**src/hw/pde_pkg.sv**
```systemverilog
// constants shared by the port d/e pin override block
package pde_pkg;
  // register byte addresses (avalon word aligned)
  localparam logic [3:0] ADDR_CFG     = 4'h0;
  localparam logic [3:0] ADDR_STATUS  = 4'h4;
  localparam logic [3:0] ADDR_PIN     = 4'h8;
  localparam logic [3:0] ADDR_PE_VIEW = 4'hc;
  // configuration register fields
  localparam int         CFG_W        = 7;
  localparam int         CFG_PULLUP_DISABLE = 0;
  localparam int         CFG_ACMP0D   = 1;
  localparam int         CFG_ADC3D    = 2;
  localparam int         CFG_ADC2D    = 3;
  localparam int         CFG_ADC1D    = 4;
  localparam int         CFG_ADC0D    = 5;
  localparam int         CFG_INT0EN   = 6;
  localparam logic [6:0] CFG_RESET    = 7'h00;
  // status and view field positions
  localparam int         ST_PE_LSB    = 5;
  localparam int         ST_RST_MODE  = 8;
  localparam int         ST_OSC_IN    = 9;
  localparam int         ST_OSC_OUT   = 10;
  localparam int         VIEW_OUT_LSB = 4;
endpackage

```
**src/hw/pde_pin_override.sv**
```systemverilog
// pin override logic for port d bits 7..3 and port e bits 2..0
//
// Decided for this implementation: the register addresses and register access over Avalon-MM.

// Operation
// (RULE1) pd3 direction override value equals the serial transmitter enable.
// (RULE2) pe2 used as oscillator output is never a general-purpose pin.
// (RULE3) pe1 is oscillator input unless internal rc clock; then no general i/o.
// (RULE4) timer0 compare-b reaches pe1 only while its direction bit is one.
// (RULE5) reset-disable fuse programmed: pe0 is ordinary i/o, no pin reset.
// (RULE6) reset-disable fuse unprogrammed: pe0 feeds reset circuitry, no i/o.
// (RULE7) while pe0 is reset input its direction, output, input read zero.
// (RULE8) receiver enabled forces pd4 input; output data bit then enables pull-up.
// (RULE9) transmitter enabled forces pd3 to output regardless of direction bit.
// (RULE10) spi slave forces pd4 input; spi master leaves direction to port bit.
// (RULE11) an asserted override enable replaces the port register value per attribute.
module pde_pin_override (
  input  wire logic        i_mclk,
  input  wire logic        i_rst_b,
  input  wire logic [3:0]  i_avs_address,
  input  wire logic        i_avs_read,
  input  wire logic        i_avs_write,
  input  wire logic [31:0] i_avs_writedata,
  input  wire logic [3:0]  i_avs_byteenable,
  output logic      [31:0] o_avs_readdata,
  output logic             o_avs_waitrequest,
  input  wire logic [7:3]  i_portd_output,
  input  wire logic [7:3]  i_portd_direction,
  input  wire logic [2:0]  i_porte_output,
  input  wire logic [2:0]  i_porte_direction,
  input  wire logic        i_serial_tx_enable,
  input  wire logic        i_serial_tx_data,
  input  wire logic        i_serial_rx_enable,
  input  wire logic        i_spi_enable_bit,
  input  wire logic        i_spi_master_select,
  input  wire logic        i_spi_pin_set_select,
  input  wire logic        i_spi_sck_out,
  input  wire logic        i_spi_mosi_out,
  input  wire logic        i_timer0_compare_a_en,
  input  wire logic        i_timer0_compare_a_out,
  input  wire logic        i_timer0_compare_b_en,
  input  wire logic        i_timer0_compare_b_out,
  input  wire logic        i_clk_src_internal_rc,
  input  wire logic        i_xtal_output_used,
  input  wire logic        i_reset_pin_disable_fuse,
  input  wire logic [7:3]  i_pd_pin,
  input  wire logic [2:0]  i_pe_pin,
  output logic      [7:3]  o_pd_out,
  output logic      [7:3]  o_pd_oe,
  output logic      [7:3]  o_pd_pullup,
  output logic      [7:3]  o_pd_din,
  output logic      [2:0]  o_pe_out,
  output logic      [2:0]  o_pe_oe,
  output logic      [2:0]  o_pe_pullup,
  output logic      [2:0]  o_pe_din,
  output logic      [2:0]  o_porte_read_direction,
  output logic      [2:0]  o_porte_read_output,
  output logic      [2:0]  o_porte_read_input,
  output logic             o_ext_reset_req
);

  // ----------------------------------------------------------------
  // helpers
  // ----------------------------------------------------------------
  // override enable selects the override value, else the port value
  function automatic logic pde_ovr(input logic en, input logic val, input logic base);
    pde_ovr = en ? val : base;
  endfunction

  logic [pde_pkg::CFG_W-1:0] cfg;
  logic [7:3] pd_meta;
  logic [7:3] pd_sync;
  logic [2:0] pe_meta;
  logic [2:0] pe_sync;
  logic       fuse_q;
  logic       fuse_done;
  logic       avs_ack;
  logic       global_pullup_disable;
  logic       spi_slave;
  logic       spi_master;
  logic       osc_in_mode;
  logic       rst_mode;
  logic [7:3] pd_base_pu;
  logic [2:0] pe_base_pu;
  logic [7:3] pd_die;
  logic [2:0] pe_die;
  logic [7:3] next_pd_out;
  logic [7:3] next_pd_oe;
  logic [7:3] next_pd_pu;
  logic [2:0] next_pe_out;
  logic [2:0] next_pe_oe;
  logic [2:0] next_pe_pu;
  logic [2:0] next_pe_din;
  logic [31:0] next_rdata;

  // ----------------------------------------------------------------
  // pin synchronisers and fuse capture
  // ----------------------------------------------------------------
  // pads are asynchronous, two flops before any logic looks at them
  always_ff @(posedge i_mclk or negedge i_rst_b) begin
    if (!i_rst_b) begin
      pd_meta <= '0;
      pd_sync <= '0;
      // pe0 idles high under its pull-up; a zero here would fake a reset request
      pe_meta <= 3'h1;
      pe_sync <= 3'h1;
    end else begin
      pd_meta <= i_pd_pin;
      pd_sync <= pd_meta;
      pe_meta <= i_pe_pin;
      pe_sync <= pe_meta;
    end
  end

  // fuse taken once after release; until then pe0 stays a reset pin
  always_ff @(posedge i_mclk or negedge i_rst_b) begin
    if (!i_rst_b) begin
      fuse_q    <= 1'b0;
      fuse_done <= 1'b0;
    end else if (!fuse_done) begin
      fuse_q    <= i_reset_pin_disable_fuse;
      fuse_done <= 1'b1;
    end
  end

  // ----------------------------------------------------------------
  // override decode
  // ----------------------------------------------------------------
  always_comb begin
    global_pullup_disable = cfg[pde_pkg::CFG_PULLUP_DISABLE];
    spi_slave  = i_spi_enable_bit & ~i_spi_master_select & i_spi_pin_set_select;
    spi_master = i_spi_enable_bit & i_spi_master_select & i_spi_pin_set_select;
    osc_in_mode = ~i_clk_src_internal_rc;
    rst_mode   = ~fuse_q;
    pd_base_pu = i_portd_output & ~i_portd_direction & {5{~global_pullup_disable}};
    pe_base_pu = i_porte_output & ~i_porte_direction & {3{~global_pullup_disable}};
    // pd7..pd5 have only input-disable overrides
    next_pd_oe[7:5]  = i_portd_direction[7:5];
    next_pd_out[7:5] = i_portd_output[7:5];
    next_pd_pu[7:5]  = pd_base_pu[7:5];
    // pd4: receiver or spi slave makes it an input, pull-up from data bit
    next_pd_oe[4]  = pde_ovr(i_serial_rx_enable | spi_slave, 1'b0,
                             i_portd_direction[4]);                      // RULE8 RULE10
    next_pd_pu[4]  = pde_ovr(i_serial_rx_enable | spi_slave,
                             i_portd_output[4] & ~global_pullup_disable,
                             pd_base_pu[4]);                             // RULE8
    next_pd_out[4] = pde_ovr(spi_master, i_spi_sck_out, i_portd_output[4]); // RULE11
    // pd3: transmitter owns direction, spi slave forces input
    next_pd_oe[3]  = pde_ovr(i_serial_tx_enable | spi_slave, i_serial_tx_enable,
                             i_portd_direction[3]);                      // RULE1 RULE9
    next_pd_pu[3]  = pde_ovr(i_serial_tx_enable | spi_slave,
                             ~i_serial_tx_enable & i_portd_output[3] & ~global_pullup_disable,
                             pd_base_pu[3]);
    next_pd_out[3] = pde_ovr(i_serial_tx_enable | i_timer0_compare_a_en | spi_master,
                             i_serial_tx_enable ? i_serial_tx_data :
                             (i_timer0_compare_a_en ? i_timer0_compare_a_out :
                              i_spi_mosi_out), i_portd_output[3]);
    // digital input disables; int0 keeps pd6 readable
    pd_die[7] = pde_ovr(cfg[pde_pkg::CFG_ACMP0D], 1'b0, 1'b1);
    pd_die[6] = pde_ovr(cfg[pde_pkg::CFG_ADC3D] | cfg[pde_pkg::CFG_INT0EN],
                        cfg[pde_pkg::CFG_INT0EN], 1'b1);
    pd_die[5] = pde_ovr(cfg[pde_pkg::CFG_ADC2D], 1'b0, 1'b1);
    pd_die[4] = pde_ovr(cfg[pde_pkg::CFG_ADC1D], 1'b0, 1'b1);
    pd_die[3] = 1'b1;
    // pe2: crystal output takes the whole pin
    next_pe_oe[2]  = pde_ovr(i_xtal_output_used, 1'b0, i_porte_direction[2]); // RULE2
    next_pe_pu[2]  = pde_ovr(i_xtal_output_used, 1'b0, pe_base_pu[2]);        // RULE2
    next_pe_out[2] = i_porte_output[2];
    pe_die[2]      = pde_ovr(i_xtal_output_used | cfg[pde_pkg::CFG_ADC0D], 1'b0, 1'b1);
    // pe1: oscillator input unless internal rc; compare-b needs direction one
    next_pe_oe[1]  = pde_ovr(osc_in_mode, 1'b0, i_porte_direction[1]);      // RULE3 RULE4
    next_pe_pu[1]  = pde_ovr(osc_in_mode, 1'b0, pe_base_pu[1]);             // RULE3
    next_pe_out[1] = pde_ovr(i_timer0_compare_b_en, i_timer0_compare_b_out,
                             i_porte_output[1]);                           // RULE4
    pe_die[1]      = pde_ovr(osc_in_mode, 1'b0, 1'b1);                      // RULE3
    // pe0: reset pin keeps its pull-up so a floating pad does not reset
    next_pe_oe[0]  = pde_ovr(rst_mode, 1'b0, i_porte_direction[0]);         // RULE5 RULE6
    next_pe_pu[0]  = pde_ovr(rst_mode, 1'b1, pe_base_pu[0]);                // RULE6
    next_pe_out[0] = i_porte_output[0];
    pe_die[0]      = pde_ovr(rst_mode, 1'b0, 1'b1);                         // RULE6
    next_pe_din    = pe_sync & pe_die;
  end

  // ----------------------------------------------------------------
  // registered pin drive
  // ----------------------------------------------------------------
  // outputs come from flops, so every override acts one cycle later
  always_ff @(posedge i_mclk or negedge i_rst_b) begin
    if (!i_rst_b) begin
      o_pd_out    <= '0;
      o_pd_oe     <= '0;
      o_pd_pullup <= '0;
      o_pd_din    <= '0;
      o_pe_out    <= '0;
      o_pe_oe     <= '0;
      o_pe_pullup <= 3'h1;   // pe0 starts as reset pin, so its pull-up is on
      o_pe_din    <= '0;
    end else begin
      o_pd_out    <= next_pd_out;                                           // RULE11
      o_pd_oe     <= next_pd_oe;
      o_pd_pullup <= next_pd_pu;
      o_pd_din    <= pd_sync & pd_die;
      o_pe_out    <= next_pe_out;
      o_pe_oe     <= next_pe_oe;
      o_pe_pullup <= next_pe_pu;
      o_pe_din    <= next_pe_din;
    end
  end

  // reset request and software view of port e
  always_ff @(posedge i_mclk or negedge i_rst_b) begin
    if (!i_rst_b) begin
      o_ext_reset_req        <= 1'b0;
      o_porte_read_direction <= '0;
      o_porte_read_output    <= '0;
      o_porte_read_input     <= '0;
    end else begin
      o_ext_reset_req        <= rst_mode & ~pe_sync[0];                     // RULE5 RULE6
      o_porte_read_direction <= {i_porte_direction[2:1],
                                 i_porte_direction[0] & ~rst_mode};          // RULE7
      o_porte_read_output    <= {i_porte_output[2:1], i_porte_output[0] & ~rst_mode};
      o_porte_read_input     <= {next_pe_din[2:1], 1'b0 & rst_mode} |
                                {2'b00, next_pe_din[0] & ~rst_mode};         // RULE7
    end
  end

  // ----------------------------------------------------------------
  // avalon slave: one wait cycle, then answer
  // ----------------------------------------------------------------
  always_comb begin
    next_rdata = 32'h0000_0000;
    case (i_avs_address)
      pde_pkg::ADDR_CFG:     next_rdata[pde_pkg::CFG_W-1:0] = cfg;
      pde_pkg::ADDR_STATUS: begin
        next_rdata[4:0]                             = o_pd_oe;
        next_rdata[pde_pkg::ST_PE_LSB+2:pde_pkg::ST_PE_LSB] = o_pe_oe;
        next_rdata[pde_pkg::ST_RST_MODE]            = rst_mode;
        next_rdata[pde_pkg::ST_OSC_IN]              = osc_in_mode;
        next_rdata[pde_pkg::ST_OSC_OUT]             = i_xtal_output_used;
      end
      pde_pkg::ADDR_PIN: begin
        next_rdata[4:0]                             = o_pd_din;
        next_rdata[pde_pkg::ST_PE_LSB+2:pde_pkg::ST_PE_LSB] = o_porte_read_input;
      end
      pde_pkg::ADDR_PE_VIEW: begin
        next_rdata[2:0]                             = o_porte_read_direction;
        next_rdata[pde_pkg::VIEW_OUT_LSB+2:pde_pkg::VIEW_OUT_LSB] = o_porte_read_output;
      end
      default:               next_rdata = 32'h0000_0000;
    endcase
  end

  // waitrequest is its own flop holding the inverse of ack, so the request is held one cycle
  always_ff @(posedge i_mclk or negedge i_rst_b) begin
    if (!i_rst_b) begin
      avs_ack           <= 1'b0;
      o_avs_waitrequest <= 1'b1;
      o_avs_readdata    <= 32'h0000_0000;
    end else begin
      avs_ack           <= (i_avs_read | i_avs_write) & ~avs_ack;
      o_avs_waitrequest <= ~((i_avs_read | i_avs_write) & ~avs_ack);
      if (i_avs_read & ~avs_ack) begin
        o_avs_readdata <= next_rdata;
      end
    end
  end

  // configuration written in the accepting cycle only
  always_ff @(posedge i_mclk or negedge i_rst_b) begin
    if (!i_rst_b) begin
      cfg <= pde_pkg::CFG_RESET;
    end else if (i_avs_write & avs_ack & i_avs_byteenable[0] &
                 (i_avs_address == pde_pkg::ADDR_CFG)) begin
      cfg <= i_avs_writedata[pde_pkg::CFG_W-1:0];
    end
  end
endmodule

```
**config.mk**
```make
export PLATFORM = sky130hd
export DESIGN_NAME = pde_pin_override
export DESIGN_NICKNAME = d
export VERILOG_FILES = /design/src/hw/pde_pkg.sv /design/src/hw/pde_pin_override.sv
export SDC_FILE = /design/constraint.sdc
export NUM_CORES = 1
export LEC_CHECK = 0
export BUFFER_PORTS_ARGS = -buffer_cell sky130_fd_sc_hd__buf_2
export CORE_ASPECT_RATIO = 1.1
export CORE_MARGIN = 3
export CORE_UTILIZATION = 44
export DETAILED_ROUTE_END_ITERATION = 8
export HOLD_SLACK_MARGIN = 0.12
export PLACE_DENSITY_LB_ADDON = 0.12
export SYNTH_ARGS = -nofsm -noshare
export SYNTH_HDL_FRONTEND = slang
export SYNTH_SLANG_ARGS = --single-unit
```
**constraint.sdc**
```tcl
create_clock -name i_mclk -period 1.51 [get_ports i_mclk]
set_clock_uncertainty 0.05 [all_clocks]
set_input_delay 0.302 -clock i_mclk [delete_from_list [all_inputs] [get_ports i_mclk]]
set_output_delay 0.302 -clock i_mclk [all_outputs]
set_load 0.01 [all_outputs]
```
==> load_flow_metrics.sql, run 1 <==
INSERT INTO impl_metrics (metric_group, metric, value, unit) VALUES
('layout', 'register_area', '0.00188', 'mm2'),
('route', 'detailedRoute.firstPassIterationCount', '4', ''),
('floorplan', 'io_pins', '158', ''),
('power', 'seqPwrFrac', '54.4', '%'),
('yosys', 'yosysWarnings', '0', ''),
('sta', 'finalSetupViolCount', '0', ''),
('route', 'dr.first_iter.drc_count', '49', ''),
('layout', 'most_frequent_standard_cell_in_the_layout_excluding_fill_and_tap_cells', 'sky130_fd_sc_hd__buf_2', ''),
('yosys', 'synth_top_cell_area_share', '62.2', '%'),
('power', 'share_clk_of_total_power', '31.4', '%'),
('power', 'p_per_area', '1060', 'mW/mm2'),
('yosys', 'synth.area.top_cells', 'sky130_fd_sc_hd__dfrtp_1 62%, sky130_fd_sc_hd__buf_4 6.8%, sky130_fd_sc_hd__mux4_1 5.5%', ''),
('global_routing', 'pin_count_of_the_biggest_net_entering_global_routing', '31', ''),
('route', 'drc', '0', ''),
('route', 'post_drt_wl_per_cell', '15.2', 'um'),
('yosys', 'synthesis.area_per_instance', '15.5', 'um2'),
('critical_path', 'arrival', '1.59', 'ns'),
('sta', 'max_freq', '729', 'MHz'),
('clocking', 'clkTransAtPathRegs', '0.07', 'ns'),
('yosys', 'ys_seq_area_share', '65.8', '%'),
('layout', 'final_cell_mix', '107 x sky130_fd_sc_hd__buf_2, 71 x sky130_fd_sc_hd__dfrtp_1, 25 x sky130_fd_sc_hd__dlygate4sd3_1', ''),
('clocking', 'clk-insertion-delay-late', '0.33', 'ns'),
('floorplan', 'start_util', '45.9', '%'),
('route', 'viasPerCell', '4.58', ''),
('clocking', 'ctsLongestPathBuffers', '2', ''),
('layout', 'drive_gt1_share', '45.7', '%'),
('clocking', 'ctsHoldBuffers', '25', ''),
('sta', 'pins_over_slew_limit', '0', ''),
('yosys', 'syn-cell-area', '0.00286', 'mm2'),
('placement', 'finalWeightedCongestion', '0.741', ''),
('clocking', 'post_cts_resized', '0', ''),
('layout', 'synthToLayoutAreaGrowth', '34.9', '%'),
('sta', 'worst_hold_slack', '0.142', 'ns'),
('floorplan', 'floorplan.die.height', '90.5', 'um'),
('sta', 'finalWorstPathRequiredPeriod', '1.37', 'ns'),
('critical_path', 'crit_start_category', 'flop', ''),
('global_routing', 'grt.total_usage', '17.6', '%'),
('yosys', 'share_of_flip_flops_with_an_asynchronous_set_or_reset_after_synthesis', '100', '%'),
('sta', 'final.period_utilization', '90.8', '%'),
('layout', 'postLayoutCellArea', '0.00385', 'mm2'),
('critical_path', 'worst-endpoint-required', '1.73', 'ns'),
('yosys', 'ys_seq_elements', '75', ''),
('floorplan', 'core-area', '0.00623', 'mm2'),
('power', 'max-vdd-ir-drop', '0.683', 'mV'),
('floorplan', 'die_area', '0.00750', 'mm2'),
('yosys', 'post_synth_num_cell_types', '37', ''),
('yosys', 'netlist.top_cell.by_area', 'sky130_fd_sc_hd__dfrtp_1', ''),
('clocking', 'cts-buffers-inserted', '9', ''),
('status', 'outcome', 'finished, final reports clean', ''),
('clocking', 'cts_num_sinks', '75', ''),
('clocking', 'ctsRootBufferMaster', 'sky130_fd_sc_hd__clkbuf_8', ''),
('power', 'p_switching', '1040', 'uW'),
('global_routing', 'via_count_of_the_first_global_routing_pass', '2124', ''),
('yosys', 'synth_edf_count', '0', ''),
('route', 'num_vias', '1901', ''),
('sta', 'rsz0062_at_grt', 'false', ''),
('power', 'total_power', '4100', 'uW'),
('clocking', 'count_of_buffers_added_by_post_cts_timing_repair_for_setup', '0', ''),
('placement', 'io_buffer_count', '108', ''),
('layout', 'combined_area_of_the_multi_input_logic_cells', '798', 'um2'),
('power', 'power_frac_comb', '14.2', '%'),
('power', 'power.switching_fraction', '25.4', '%'),
('sta', 'final-hold-violation-count', '0', ''),
('floorplan', 'chipWidth', '82.8', 'um'),
('critical_path', 'flop2flop_setup_slack', '0.14', 'ns'),
('floorplan', 'row_cnt', '30', ''),
('layout', 'postLayoutCoreUtil', '61.8', '%'),
('job', 'maxCapViolations', '0', ''),
('yosys', 'synthFlopType', 'sky130_fd_sc_hd__dfrtp_1', ''),
('route', 'route.antenna.remaining_nets', '0', ''),
('placement', 'placedInstanceArea', '0.00344', 'mm2');
## worst max-delay path: stages (launching register included)
cell and delay (ns):
sky130_fd_sc_hd__dfrtp_1 0.43, sky130_fd_sc_hd__nor4b_4 0.50, sky130_fd_sc_hd__buf_4 0.20, sky130_fd_sc_hd__a22o_1 0.12
## synth_stat cells, types with 2 or more instances
library cell	instances
sky130_fd_sc_hd__a22o_1	8
sky130_fd_sc_hd__and2_1	5
sky130_fd_sc_hd__buf_4	26
sky130_fd_sc_hd__buf_6	2
sky130_fd_sc_hd__clkbuf_1	2
sky130_fd_sc_hd__conb_1	2
sky130_fd_sc_hd__dfrtp_1	71
sky130_fd_sc_hd__dfstp_2	4
sky130_fd_sc_hd__inv_1	2
sky130_fd_sc_hd__mux2_2	3
sky130_fd_sc_hd__mux2_4	7
sky130_fd_sc_hd__mux4_1	6
sky130_fd_sc_hd__nand2_1	9
sky130_fd_sc_hd__nor2_1	3
sky130_fd_sc_hd__nor2b_1	6
sky130_fd_sc_hd__nor3b_1	6
sky130_fd_sc_hd__o21ai_1	2
## final cells by class
class                           count  area share [%]
Sequential cell                    75            48.8
Timing Repair Buffer              146            23.4
Multi-Input combinational cell     96            20.7
Clock buffer                       12            3.51
Tap cell                           80            2.60
Clock inverter                      4           0.714
Inverter                            2           0.195
## sequential cells by signal, indices dropped and copies added, names as in the netlist
signal,flops
avs_ack,1
o_pe_oe,2
o_ext_reset_req,1
pd_sync,5
o_pd_din,5
o_pd_oe,5
o_pe_pullup,3
pe_meta,3
fuse_q,1
pd_meta,5
o_pe_out,3
pe_sync,3
o_pe_din,1
o_avs_waitrequest,1
o_pd_out,5
o_porte_read_output,2
fuse_done,1
o_porte_read_direction,3
o_pd_pullup,5
o_avs_readdata,11
cfg,7
o_porte_read_input,2
## per-layer routing
layer / routed length [um] / vias up / GRT usage, %
li1: - / 888 / -
met2: 3100 / 91 / 29.9
met1: 2660 / 910 / 20.9
met4: 112 / 0 / 8.72
met5: 0 / - / 0
met3: 429 / 12 / 3.92
## power by group through the flow
stage | sequential (uW) | clock [uW] | combinational, uW
5_1_grt | 2250 | 1410 | 637
3_5_place_dp | 2270 | 0 | 538
2_1_floorplan | 2290 | 0 | 262
6_report | 2230 | 1290 | 582
3_3_place_gp | 2260 | 0 | 532
4_1_cts | 2230 | 1340 | 588
## worst paths after layout
check	startpoint	endpoint	cells past startpoint
worst min-delay path	i_porte_direction[0]	o_pe_pullup[0]	4
min in group asynchronous	i_rst_b	avs_ack	2
max in group asynchronous	i_rst_b	pe_meta[1]	3
worst max-delay path	avs_ack	o_avs_readdata[2]	3
worst min register to register	pe_meta[2]	pe_sync[2]	0
worst max register to register	avs_ack	o_avs_readdata[2]	3
## cell families (layout without fill, tap and decap cells)
family / count (synthesis) / count (layout) / share of synthesized area (%)
and+or+nand+nor: 40 / 40 / 9.68
DFF: 75 / 75 / 65.8
AOI/OAI and AO/OA: 18 / 18 / 4.99
buffers and inverters: 33 / 164 / 8.84
other: 2 / 22 / 0.263
muxes: 16 / 16 / 10.4
## per-stage QoR
step | setup slack [ns] | setup TNS, ns | std cells
2_1_floorplan | 0.00145 | 0 | 204
3_3_place_gp | -0.0873 | -0.734 | 374
3_5_place_dp | -0.0807 | -0.663 | 374
4_1_cts | 0.109 | 0 | 415
5_1_grt | 0.00321 | 0 | 415
6_report | 0.138 | 0 | 415
(Power assumes the default switching activity.)
==> inputs of run 2 (changes only) <==
--- a/config.mk
+++ b/config.mk
@@ -8,7 +8,8 @@
 export BUFFER_PORTS_ARGS = -buffer_cell sky130_fd_sc_hd__buf_2
 export CORE_ASPECT_RATIO = 1.1
 export CORE_MARGIN = 3
-export CORE_UTILIZATION = 44
+export CORE_UTILIZATION = 33
+export CTS_CLUSTER_DIAMETER = 120
 export DETAILED_ROUTE_END_ITERATION = 8
 export HOLD_SLACK_MARGIN = 0.12
 export PLACE_DENSITY_LB_ADDON = 0.12
==> run 2 against run 1 <==
Sequential share of layout area is 0.63 points lower. Global-route usage is 3.2 points lower. Routed wire length is 4.5% higher. Register-to-register slack better by 0.04 ns. Power is 1.9% higher. First-iteration DRC count is 51% higher. Setup slack worse by 0.052 ns. Die area is 31% higher. Largest cell class unchanged. Largest power group unchanged.
==> load_flow_metrics.sql, run 2 (synthesized netlist as in run 1, its figures left out) <==
INSERT INTO impl_metrics (metric_group, metric, value, unit) VALUES
('status', 'outcome', 'finished, final reports clean', ''),
('sta', 'max_freq', '702', 'MHz'),
('route', 'detailedRoute.firstPassIterationCount', '5', ''),
('critical_path', 'critPathLaunch', 'i_serial_tx_data', ''),
('power', 'total_power', '4170', 'uW'),
('critical_path', 'arrival', '1.59', 'ns'),
('sta', 'finalWorstPathRequiredPeriod', '1.42', 'ns'),
('power', 'p_per_area', '1070', 'mW/mm2'),
('critical_path', 'critical_path.most_common_cell', 'sky130_fd_sc_hd__dlygate4sd3_1', ''),
('job', 'maxCapViolations', '0', ''),
('layout', 'most_frequent_standard_cell_in_the_layout_excluding_fill_and_tap_cells', 'sky130_fd_sc_hd__buf_2', ''),
('global_routing', 'number_of_antenna_violations_at_the_first_check_in_global_routing', '0', ''),
('clocking', 'clkTransAtPathRegs', '0.08', 'ns'),
('sta', 'finalSetupViolCount', '0', ''),
('critical_path', 'path_class', 'in -> reg', ''),
('layout', 'registers.top_by_ff_count', 'o_avs_readdata', ''),
('critical_path', 'cp_num_cells', '5', ''),
('sta', 'rsz0062_at_grt', 'false', ''),
('critical_path', 'setup.worst_path.end_class', 'flop', ''),
('critical_path', 'r2r-start', 'avs_ack', ''),
('clocking', 'cts-buffers-inserted', '9', ''),
('min_path', 'hold_class', 'in -> reg', ''),
('clocking', 'ctsRootBufferMaster', 'sky130_fd_sc_hd__clkbuf_8', ''),
('critical_path', 'reg2regPathDepth', '2', ''),
('min_path', 'worst_hold_path.num_cells', '2', ''),
('floorplan', 'chipWidth', '94.7', 'um'),
('route', 'drc', '0', ''),
('placement', 'finalWeightedCongestion', '0.711', ''),
('critical_path', 'crit_buf_inv', '3', ''),
('clocking', 'cts_num_sinks', '75', ''),
('sta', 'final.period_utilization', '94.3', '%'),
('clocking', 'clock_tree.htree_level_count', '3', ''),
('layout', 'final_cell_mix', '107 x sky130_fd_sc_hd__buf_2, 71 x sky130_fd_sc_hd__dfrtp_1, 26 x sky130_fd_sc_hd__dlygate4sd3_1', ''),
('clocking', 'clk-insertion-delay-late', '0.34', 'ns'),
('sta', 'max-slew-margin-rel', '66.5', '%'),
('min_path', 'holdCritStartpoint', 'i_clk_src_internal_rc', ''),
('route', 'viasPerCell', '4.29', ''),
('floorplan', 'row_cnt', '34', ''),
('global_routing', 'grt.total_usage', '14.3', '%'),
('clocking', 'count_of_buffers_added_by_post_cts_timing_repair_for_setup', '0', ''),
('layout', 'fill_cells', '762', ''),
('layout', 'drive_gt1_share', '45.7', '%'),
('sta', 'final-hold-violation-count', '0', ''),
('route', 'post_drt_wl_per_cell', '14.8', 'um'),
('power', 'max-vdd-ir-drop', '0.678', 'mV'),
('layout', 'post_layout_nonfiller_instances', '445', ''),
('route', 'route.antenna.remaining_nets', '0', ''),
('global_routing', 'global_route_wire_length_before_repair', '10.6', 'mm'),
('power', 'p_switching', '1030', 'uW'),
('route', 'num_vias', '1907', ''),
('clocking', 'ctsLongestPathBuffers', '2', ''),
('sta', 'tightestPinTransition', '0.503', 'ns'),
('route', 'finalWirelength', '6.58', 'mm'),
('power', 'share_clk_of_total_power', '32.6', '%'),
('clocking', 'tritoncts', 'done', ''),
('critical_path', 'crit_start_category', 'input pin', ''),
('layout', 'max_ffs_per_register', '11', ''),
('floorplan', 'floorplan.die.height', '104', 'um'),
('power', 'p_leak', '0.00201', 'uW'),
('placement', 'io_buffer_count', '108', ''),
('clocking', 'post_cts_resized', '0', ''),
('layout', 'postLayoutCoreUtil', '47.8', '%'),
('route', 'dr.first_iter.drc_count', '74', ''),
('global_routing', 'pin_count_of_the_biggest_net_entering_global_routing', '30', ''),
('floorplan', 'start_util', '35.0', '%'),
('power', 'power_frac_comb', '13.9', '%'),
('critical_path', 'worstPathMaxFanout', '1', ''),
('layout', 'antenna-diode-count', '0', ''),
('layout', 'register_area', '0.00188', 'mm2'),
('floorplan', 'io_pins', '158', ''),
('layout', 'synthToLayoutAreaGrowth', '36.6', '%'),
('power', 'p_int', '3140', 'uW'),
('global_routing', 'via_count_of_the_first_global_routing_pass', '2032', ''),
('critical_path', 'cp_slowest_stage_delay', '0.54', 'ns'),
('layout', 'combined_area_of_the_multi_input_logic_cells', '798', 'um2'),
('sta', 'pins_over_slew_limit', '0', ''),
('power', 'seqPwrFrac', '53.5', '%'),
('placement', 'hpwl', '4.89', 'mm'),
('placement', 'place.detailed.instances', '403', ''),
('floorplan', 'core-area', '0.00817', 'mm2'),
('layout', 'finish.net_count', '415', ''),
('layout', 'largestRegisters', 'o_avs_readdata x11, cfg x7', ''),
('global_routing', 'overflow', '0', ''),
('power', 'power.switching_fraction', '24.7', '%'),
('critical_path', 'worst-endpoint-required', '1.68', 'ns'),
('critical_path', 'slowest_stage', 'sky130_fd_sc_hd__dlygate4sd3_1', ''),
('floorplan', 'die_area', '0.00981', 'mm2'),
('critical_path', 'path_delay_family', 'buffers and inverters', ''),
('critical_path', 'path_cells', 'dlygate4sd3_1 -> buf_2 -> nand2_1 -> o31ai_1 -> dlygate4sd3_1', '');
-- run 2: cell count changes in the layout (fill, tap and decap cells not counted) --
cell	before	now
sky130_fd_sc_hd__clkbuf_8	9	11
sky130_fd_sc_hd__buf_4	13	15
sky130_fd_sc_hd__buf_12	1	0
sky130_fd_sc_hd__dlygate4sd3_1	25	26
sky130_fd_sc_hd__clkinv_4	2	0
-- run 2: cell type report --
| class | count | area share [%] |
|---|---|---|
| sequential | 75 | 48.2 |
| timing repair buffer | 148 | 23.3 |
| multi-input combinational | 96 | 20.4 |
| clock buffer | 14 | 4.17 |
| tap | 108 | 3.46 |
| clock inverter | 2 | 0.256 |
| inverter | 2 | 0.192 |
-- run 2: final timing paths --
path / to / slack, ns
max: o_pd_out[3] / 0.09
min: o_avs_readdata[9] / 0.12
max reg2reg: o_avs_readdata[5] / 0.18
min reg2reg: pd_sync[4] / 0.30
max in group asynchronous: o_pe_pullup[0] / 0.47
min in group asynchronous: o_avs_readdata[2] / 0.38
-- run 2: repair_timing --
item | CTS | global route
endpoints found under the setup margin | 0 | 0
hold buffers | 26 | 0
endpoints found under the hold margin | 55 | 0
-- run 2: per-stage QoR --
stage	hold WS [ns]	worst slack (ns)	setup TNS (ns)	cell area [um2]
floorplan	-0.0436	0.00145	0	2930
global placement	0.198	-0.0888	-0.662	3470
detailed placement	0.197	-0.108	-0.747	3470
CTS	0.121	0.106	0	3900
global route	0.124	0.0736	0	3900
finish	0.124	0.0865	0	3900
-- run 2: power by group through the flow --
stage,sequential [uW],combinational [uW],clock [uW]
global placement,2270,537,0
finish,2230,581,1360
detailed placement,2270,543,0
floorplan,2290,262,0
CTS,2230,596,1430
global route,2250,643,1510
-- run 2: per-layer routing --
metal	GRT usage (%)	wire (um)	up-vias
li1	-	-	885
met1	17.1	2660	930
met2	23.0	3240	81
met3	5.87	571	11
met4	5.26	102	0
met5	0	0	-
==> inputs of run 3 (changes only) <==
--- a/config.mk
+++ b/config.mk
@@ -5,6 +5,7 @@
 export SDC_FILE = /design/constraint.sdc
 export NUM_CORES = 1
 export LEC_CHECK = 0
+export ABC_AREA = 1
 export BUFFER_PORTS_ARGS = -buffer_cell sky130_fd_sc_hd__buf_2
 export CORE_ASPECT_RATIO = 1.1
 export CORE_MARGIN = 3
==> constraint.sdc (replaced) <==
create_clock -name i_mclk -period 1.5 [get_ports i_mclk]
set_clock_uncertainty 0.05 [all_clocks]
set_input_delay 0.3 -clock i_mclk [delete_from_list [all_inputs] [get_ports i_mclk]]
set_output_delay 0.3 -clock i_mclk [all_outputs]
set_load 0.01 [all_outputs]
==> run 3 against run 2 <==
Hold slack gained 0.011 ns. Register-to-register slack gained 0.12 ns. Clock-buffer cell count shrank 3. First-iteration DRC count grew 11%. Routed wire length grew 4.0%. Core utilization shrank 0.36 points. Combinational power is essentially flat. Critical endpoint is now o_avs_waitrequest.
==> load_flow_metrics.sql, run 3 <==
INSERT INTO impl_metrics (metric_group, metric, value, unit) VALUES
('status', 'outcome', 'finished, final reports clean', ''),
('yosys', 'proportion_of_synthesized_area_in_mux_cells', '1.17', '%'),
('layout', 'largestRegisters', 'o_avs_readdata x11, cfg x7', ''),
('route', 'finalWirelength', '6.84', 'mm'),
('floorplan', 'io_pins', '158', ''),
('clocking', 'cts-buffers-inserted', '9', ''),
('yosys', 'synth_commonest_cells', '71 x sky130_fd_sc_hd__dfrtp_1, 59 x sky130_fd_sc_hd__nand2_1, 34 x sky130_fd_sc_hd__nand3_1, 26 x sky130_fd_sc_hd__buf_4, 21 x sky130_fd_sc_hd__inv_1', ''),
('route', 'detailedRoute.firstPassIterationCount', '4', ''),
('layout', 'postLayoutCellArea', '0.00401', 'mm2'),
('clocking', 'cts_num_sinks', '75', ''),
('global_routing', 'via_count_of_the_first_global_routing_pass', '2236', ''),
('placement', 'io_buffer_count', '108', ''),
('placement', 'placedInstanceArea', '0.00349', 'mm2'),
('floorplan', 'floorplan.die.height', '104', 'um'),
('yosys', 'synthesis.area_per_instance', '10.6', 'um2'),
('layout', 'final_cell_mix', '107 x sky130_fd_sc_hd__buf_2, 71 x sky130_fd_sc_hd__dfrtp_1, 59 x sky130_fd_sc_hd__nand2_1', ''),
('yosys', 'synth-compound-area-share', '4.39', '%'),
('power', 'p_leak', '0.00219', 'uW'),
('layout', 'finish.net_count', '503', ''),
('critical_path', 'crit_start_category', 'input pin', ''),
('critical_path', 'worst-endpoint-required', '1.74', 'ns'),
('global_routing', 'pin_count_of_the_biggest_net_entering_global_routing', '41', ''),
('clocking', 'clk-insertion-delay-late', '0.34', 'ns'),
('clocking', 'ctsLongestPathBuffers', '2', ''),
('critical_path', 'setup.worst_path.end_class', 'flop', ''),
('layout', 'synthToLayoutAreaGrowth', '39.1', '%'),
('yosys', 'post_synth_num_cell_types', '24', ''),
('min_path', 'hold_class', 'in -> reg', ''),
('yosys', 'synth_top_cell_area_share', '61.7', '%'),
('global_routing', 'global_route_wire_length_before_repair', '11.2', 'mm'),
('layout', 'max_ffs_per_register', '11', ''),
('yosys', 'largest_family_of_logic_cells_by_synthesized_area', 'simple AND/OR/NAND/NOR gates', ''),
('layout', 'most_frequent_standard_cell_in_the_layout_excluding_fill_and_tap_cells', 'sky130_fd_sc_hd__buf_2', ''),
('global_routing', 'number_of_antenna_violations_at_the_first_check_in_global_routing', '0', ''),
('yosys', 'netlist.top_cell.by_area', 'sky130_fd_sc_hd__dfrtp_1', ''),
('yosys', 'synthAdderAreaFrac', '0', '%'),
('route', 'route.antenna.remaining_nets', '0', ''),
('global_routing', 'grt.total_usage', '14.8', '%'),
('sta', 'tns', '0', 'ns'),
('sta', 'finalSetupViolCount', '0', ''),
('floorplan', 'chipWidth', '95.1', 'um'),
('route', 'drc', '0', ''),
('clocking', 'clock_tree.htree_level_count', '3', ''),
('sta', 'pins_over_slew_limit', '0', ''),
('yosys', 'synth.area.top_cells', 'sky130_fd_sc_hd__dfrtp_1 62%, sky130_fd_sc_hd__nand2_1 7.7%, sky130_fd_sc_hd__buf_4 6.8%', ''),
('floorplan', 'row_cnt', '35', ''),
('job', 'maxCapViolations', '0', ''),
('yosys', 'synth_edf_count', '0', ''),
('critical_path', 'path_class', 'in -> reg', ''),
('clocking', 'tritoncts', 'done', ''),
('global_routing', 'overflow', '0', ''),
('sta', 'final-hold-violation-count', '0', ''),
('layout', 'registers.top_by_ff_count', 'o_avs_readdata', ''),
('sta', 'rsz0062_at_grt', 'false', ''),
('route', 'dr.first_iter.drc_count', '82', ''),
('sta', 'max_freq', '702', 'MHz'),
('yosys', 'synthFlopType', 'sky130_fd_sc_hd__dfrtp_1', ''),
('yosys', 'postSynthCellCount', '271', ''),
('layout', 'postLayoutCoreUtil', '47.4', '%'),
('floorplan', 'die_area', '0.00989', 'mm2'),
('sta', 'finalWorstPathRequiredPeriod', '1.42', 'ns'),
('floorplan', 'start_util', '34.1', '%'),
('critical_path', 'worstPathMaxFanout', '2', ''),
('critical_path', 'arrival', '1.67', 'ns'),
('yosys', 'synth-xor-area-share', '0', '%'),
('floorplan', 'core-area', '0.00845', 'mm2'),
('placement', 'finalWeightedCongestion', '0.759', ''),
('layout', 'antenna-diode-count', '0', ''),
('route', 'num_vias', '2257', ''),
('placement', 'hpwl', '5.16', 'mm'),
('yosys', 'ys_seq_elements', '75', ''),
('power', 'max-vdd-ir-drop', '0.520', 'mV'),
('yosys', 'syn-cell-area', '0.00288', 'mm2'),
('yosys', 'synth-simple-area-share', '18.6', '%'),
('route', 'post_drt_wl_per_cell', '12.8', 'um'),
('yosys', 'ys_seq_area_share', '65.3', '%'),
('power', 'p_per_area', '1080', 'mW/mm2'),
('power', 'total_power', '4340', 'uW'),
('route', 'viasPerCell', '4.21', ''),
('yosys', 'share_of_flip_flops_with_an_asynchronous_set_or_reset_after_synthesis', '100', '%'),
('layout', 'drive_gt1_share', '33.9', '%'),
('yosys', 'synth_most_common_cell', 'sky130_fd_sc_hd__dfrtp_1', ''),
('clocking', 'ctsRootBufferMaster', 'sky130_fd_sc_hd__clkbuf_8', ''),
('sta', 'final.period_utilization', '95.0', '%'),
('clocking', 'clkTransAtPathRegs', '0.08', 'ns'),
('yosys', 'yosysWarnings', '0', '');
[run 3: metal layers]
| metal | up-vias | wire [um] | GRT usage, % |
|---|---|---|---|
| met3 | 12 | 406 | 3.69 |
| met1 | 1062 | 2870 | 18.5 |
| li1 | 1119 | - | - |
| met4 | 0 | 129 | 6.60 |
| met2 | 64 | 3440 | 23.9 |
| met5 | - | 0 | 0 |
[run 3: final timing paths]
check	from	end	slack, ns	cells past startpoint
worst max-delay path	i_avs_read	o_avs_waitrequest	0.08	4
worst min-delay path	i_reset_pin_disable_fuse	fuse_q	0.14	2
worst max register to register	avs_ack	o_avs_waitrequest	0.30	3
worst min register to register	pe_meta[1]	pe_sync[1]	0.30	0
max in group asynchronous	i_rst_b	o_pe_pullup[0]	0.51	3
min in group asynchronous	i_rst_b	fuse_done	0.28	2
[run 3: worst max-delay path, stage by stage]
cell	delay, ns
sky130_fd_sc_hd__dlygate4sd3_1	0.53
sky130_fd_sc_hd__buf_2	0.13
sky130_fd_sc_hd__o21ai_1	0.15
sky130_fd_sc_hd__dlygate4sd3_1	0.57
[run 3: logic make-up after synthesis]
family / after synthesis
AOI/OAI and AO/OA: 23
buffers and inverters: 52
DFF: 75
muxes: 3
other: 2
and+or+nand+nor: 116
[run 3: area by class of cell]
cell class,instances,area [um2]
Timing Repair Buffer,148,938
Clock inverter,5,55.1
Inverter,22,82.6
Tap cell,111,139
Fill cell,834,4440
Clock buffer,11,131
Sequential cell,75,1880
Multi-Input combinational cell,164,781
[run 3: per-stage QoR]
step	cells	hold WS, ns	worst slack, ns
floorplan	291	-0.0456	0.414
global placement	487	0.0999	0.171
detailed placement	487	0.102	0.164
CTS	536	0.124	0.0552
global route	536	0.130	0.0519
finish	536	0.135	0.0753
[run 3: repair_timing]
item	in CTS	in global routing
endpoints found under the setup margin	0	1
hold buffers	33	0
buffers inserted	0	0
endpoints found under the hold margin	111	0
gates resized for setup	0	1
[run 3: power by group]
group	total [uW]	switching (uW)	internal [uW]
Sequential	2270	93.3	2180
Combinational	579	322	257
Clock	1490	728	764
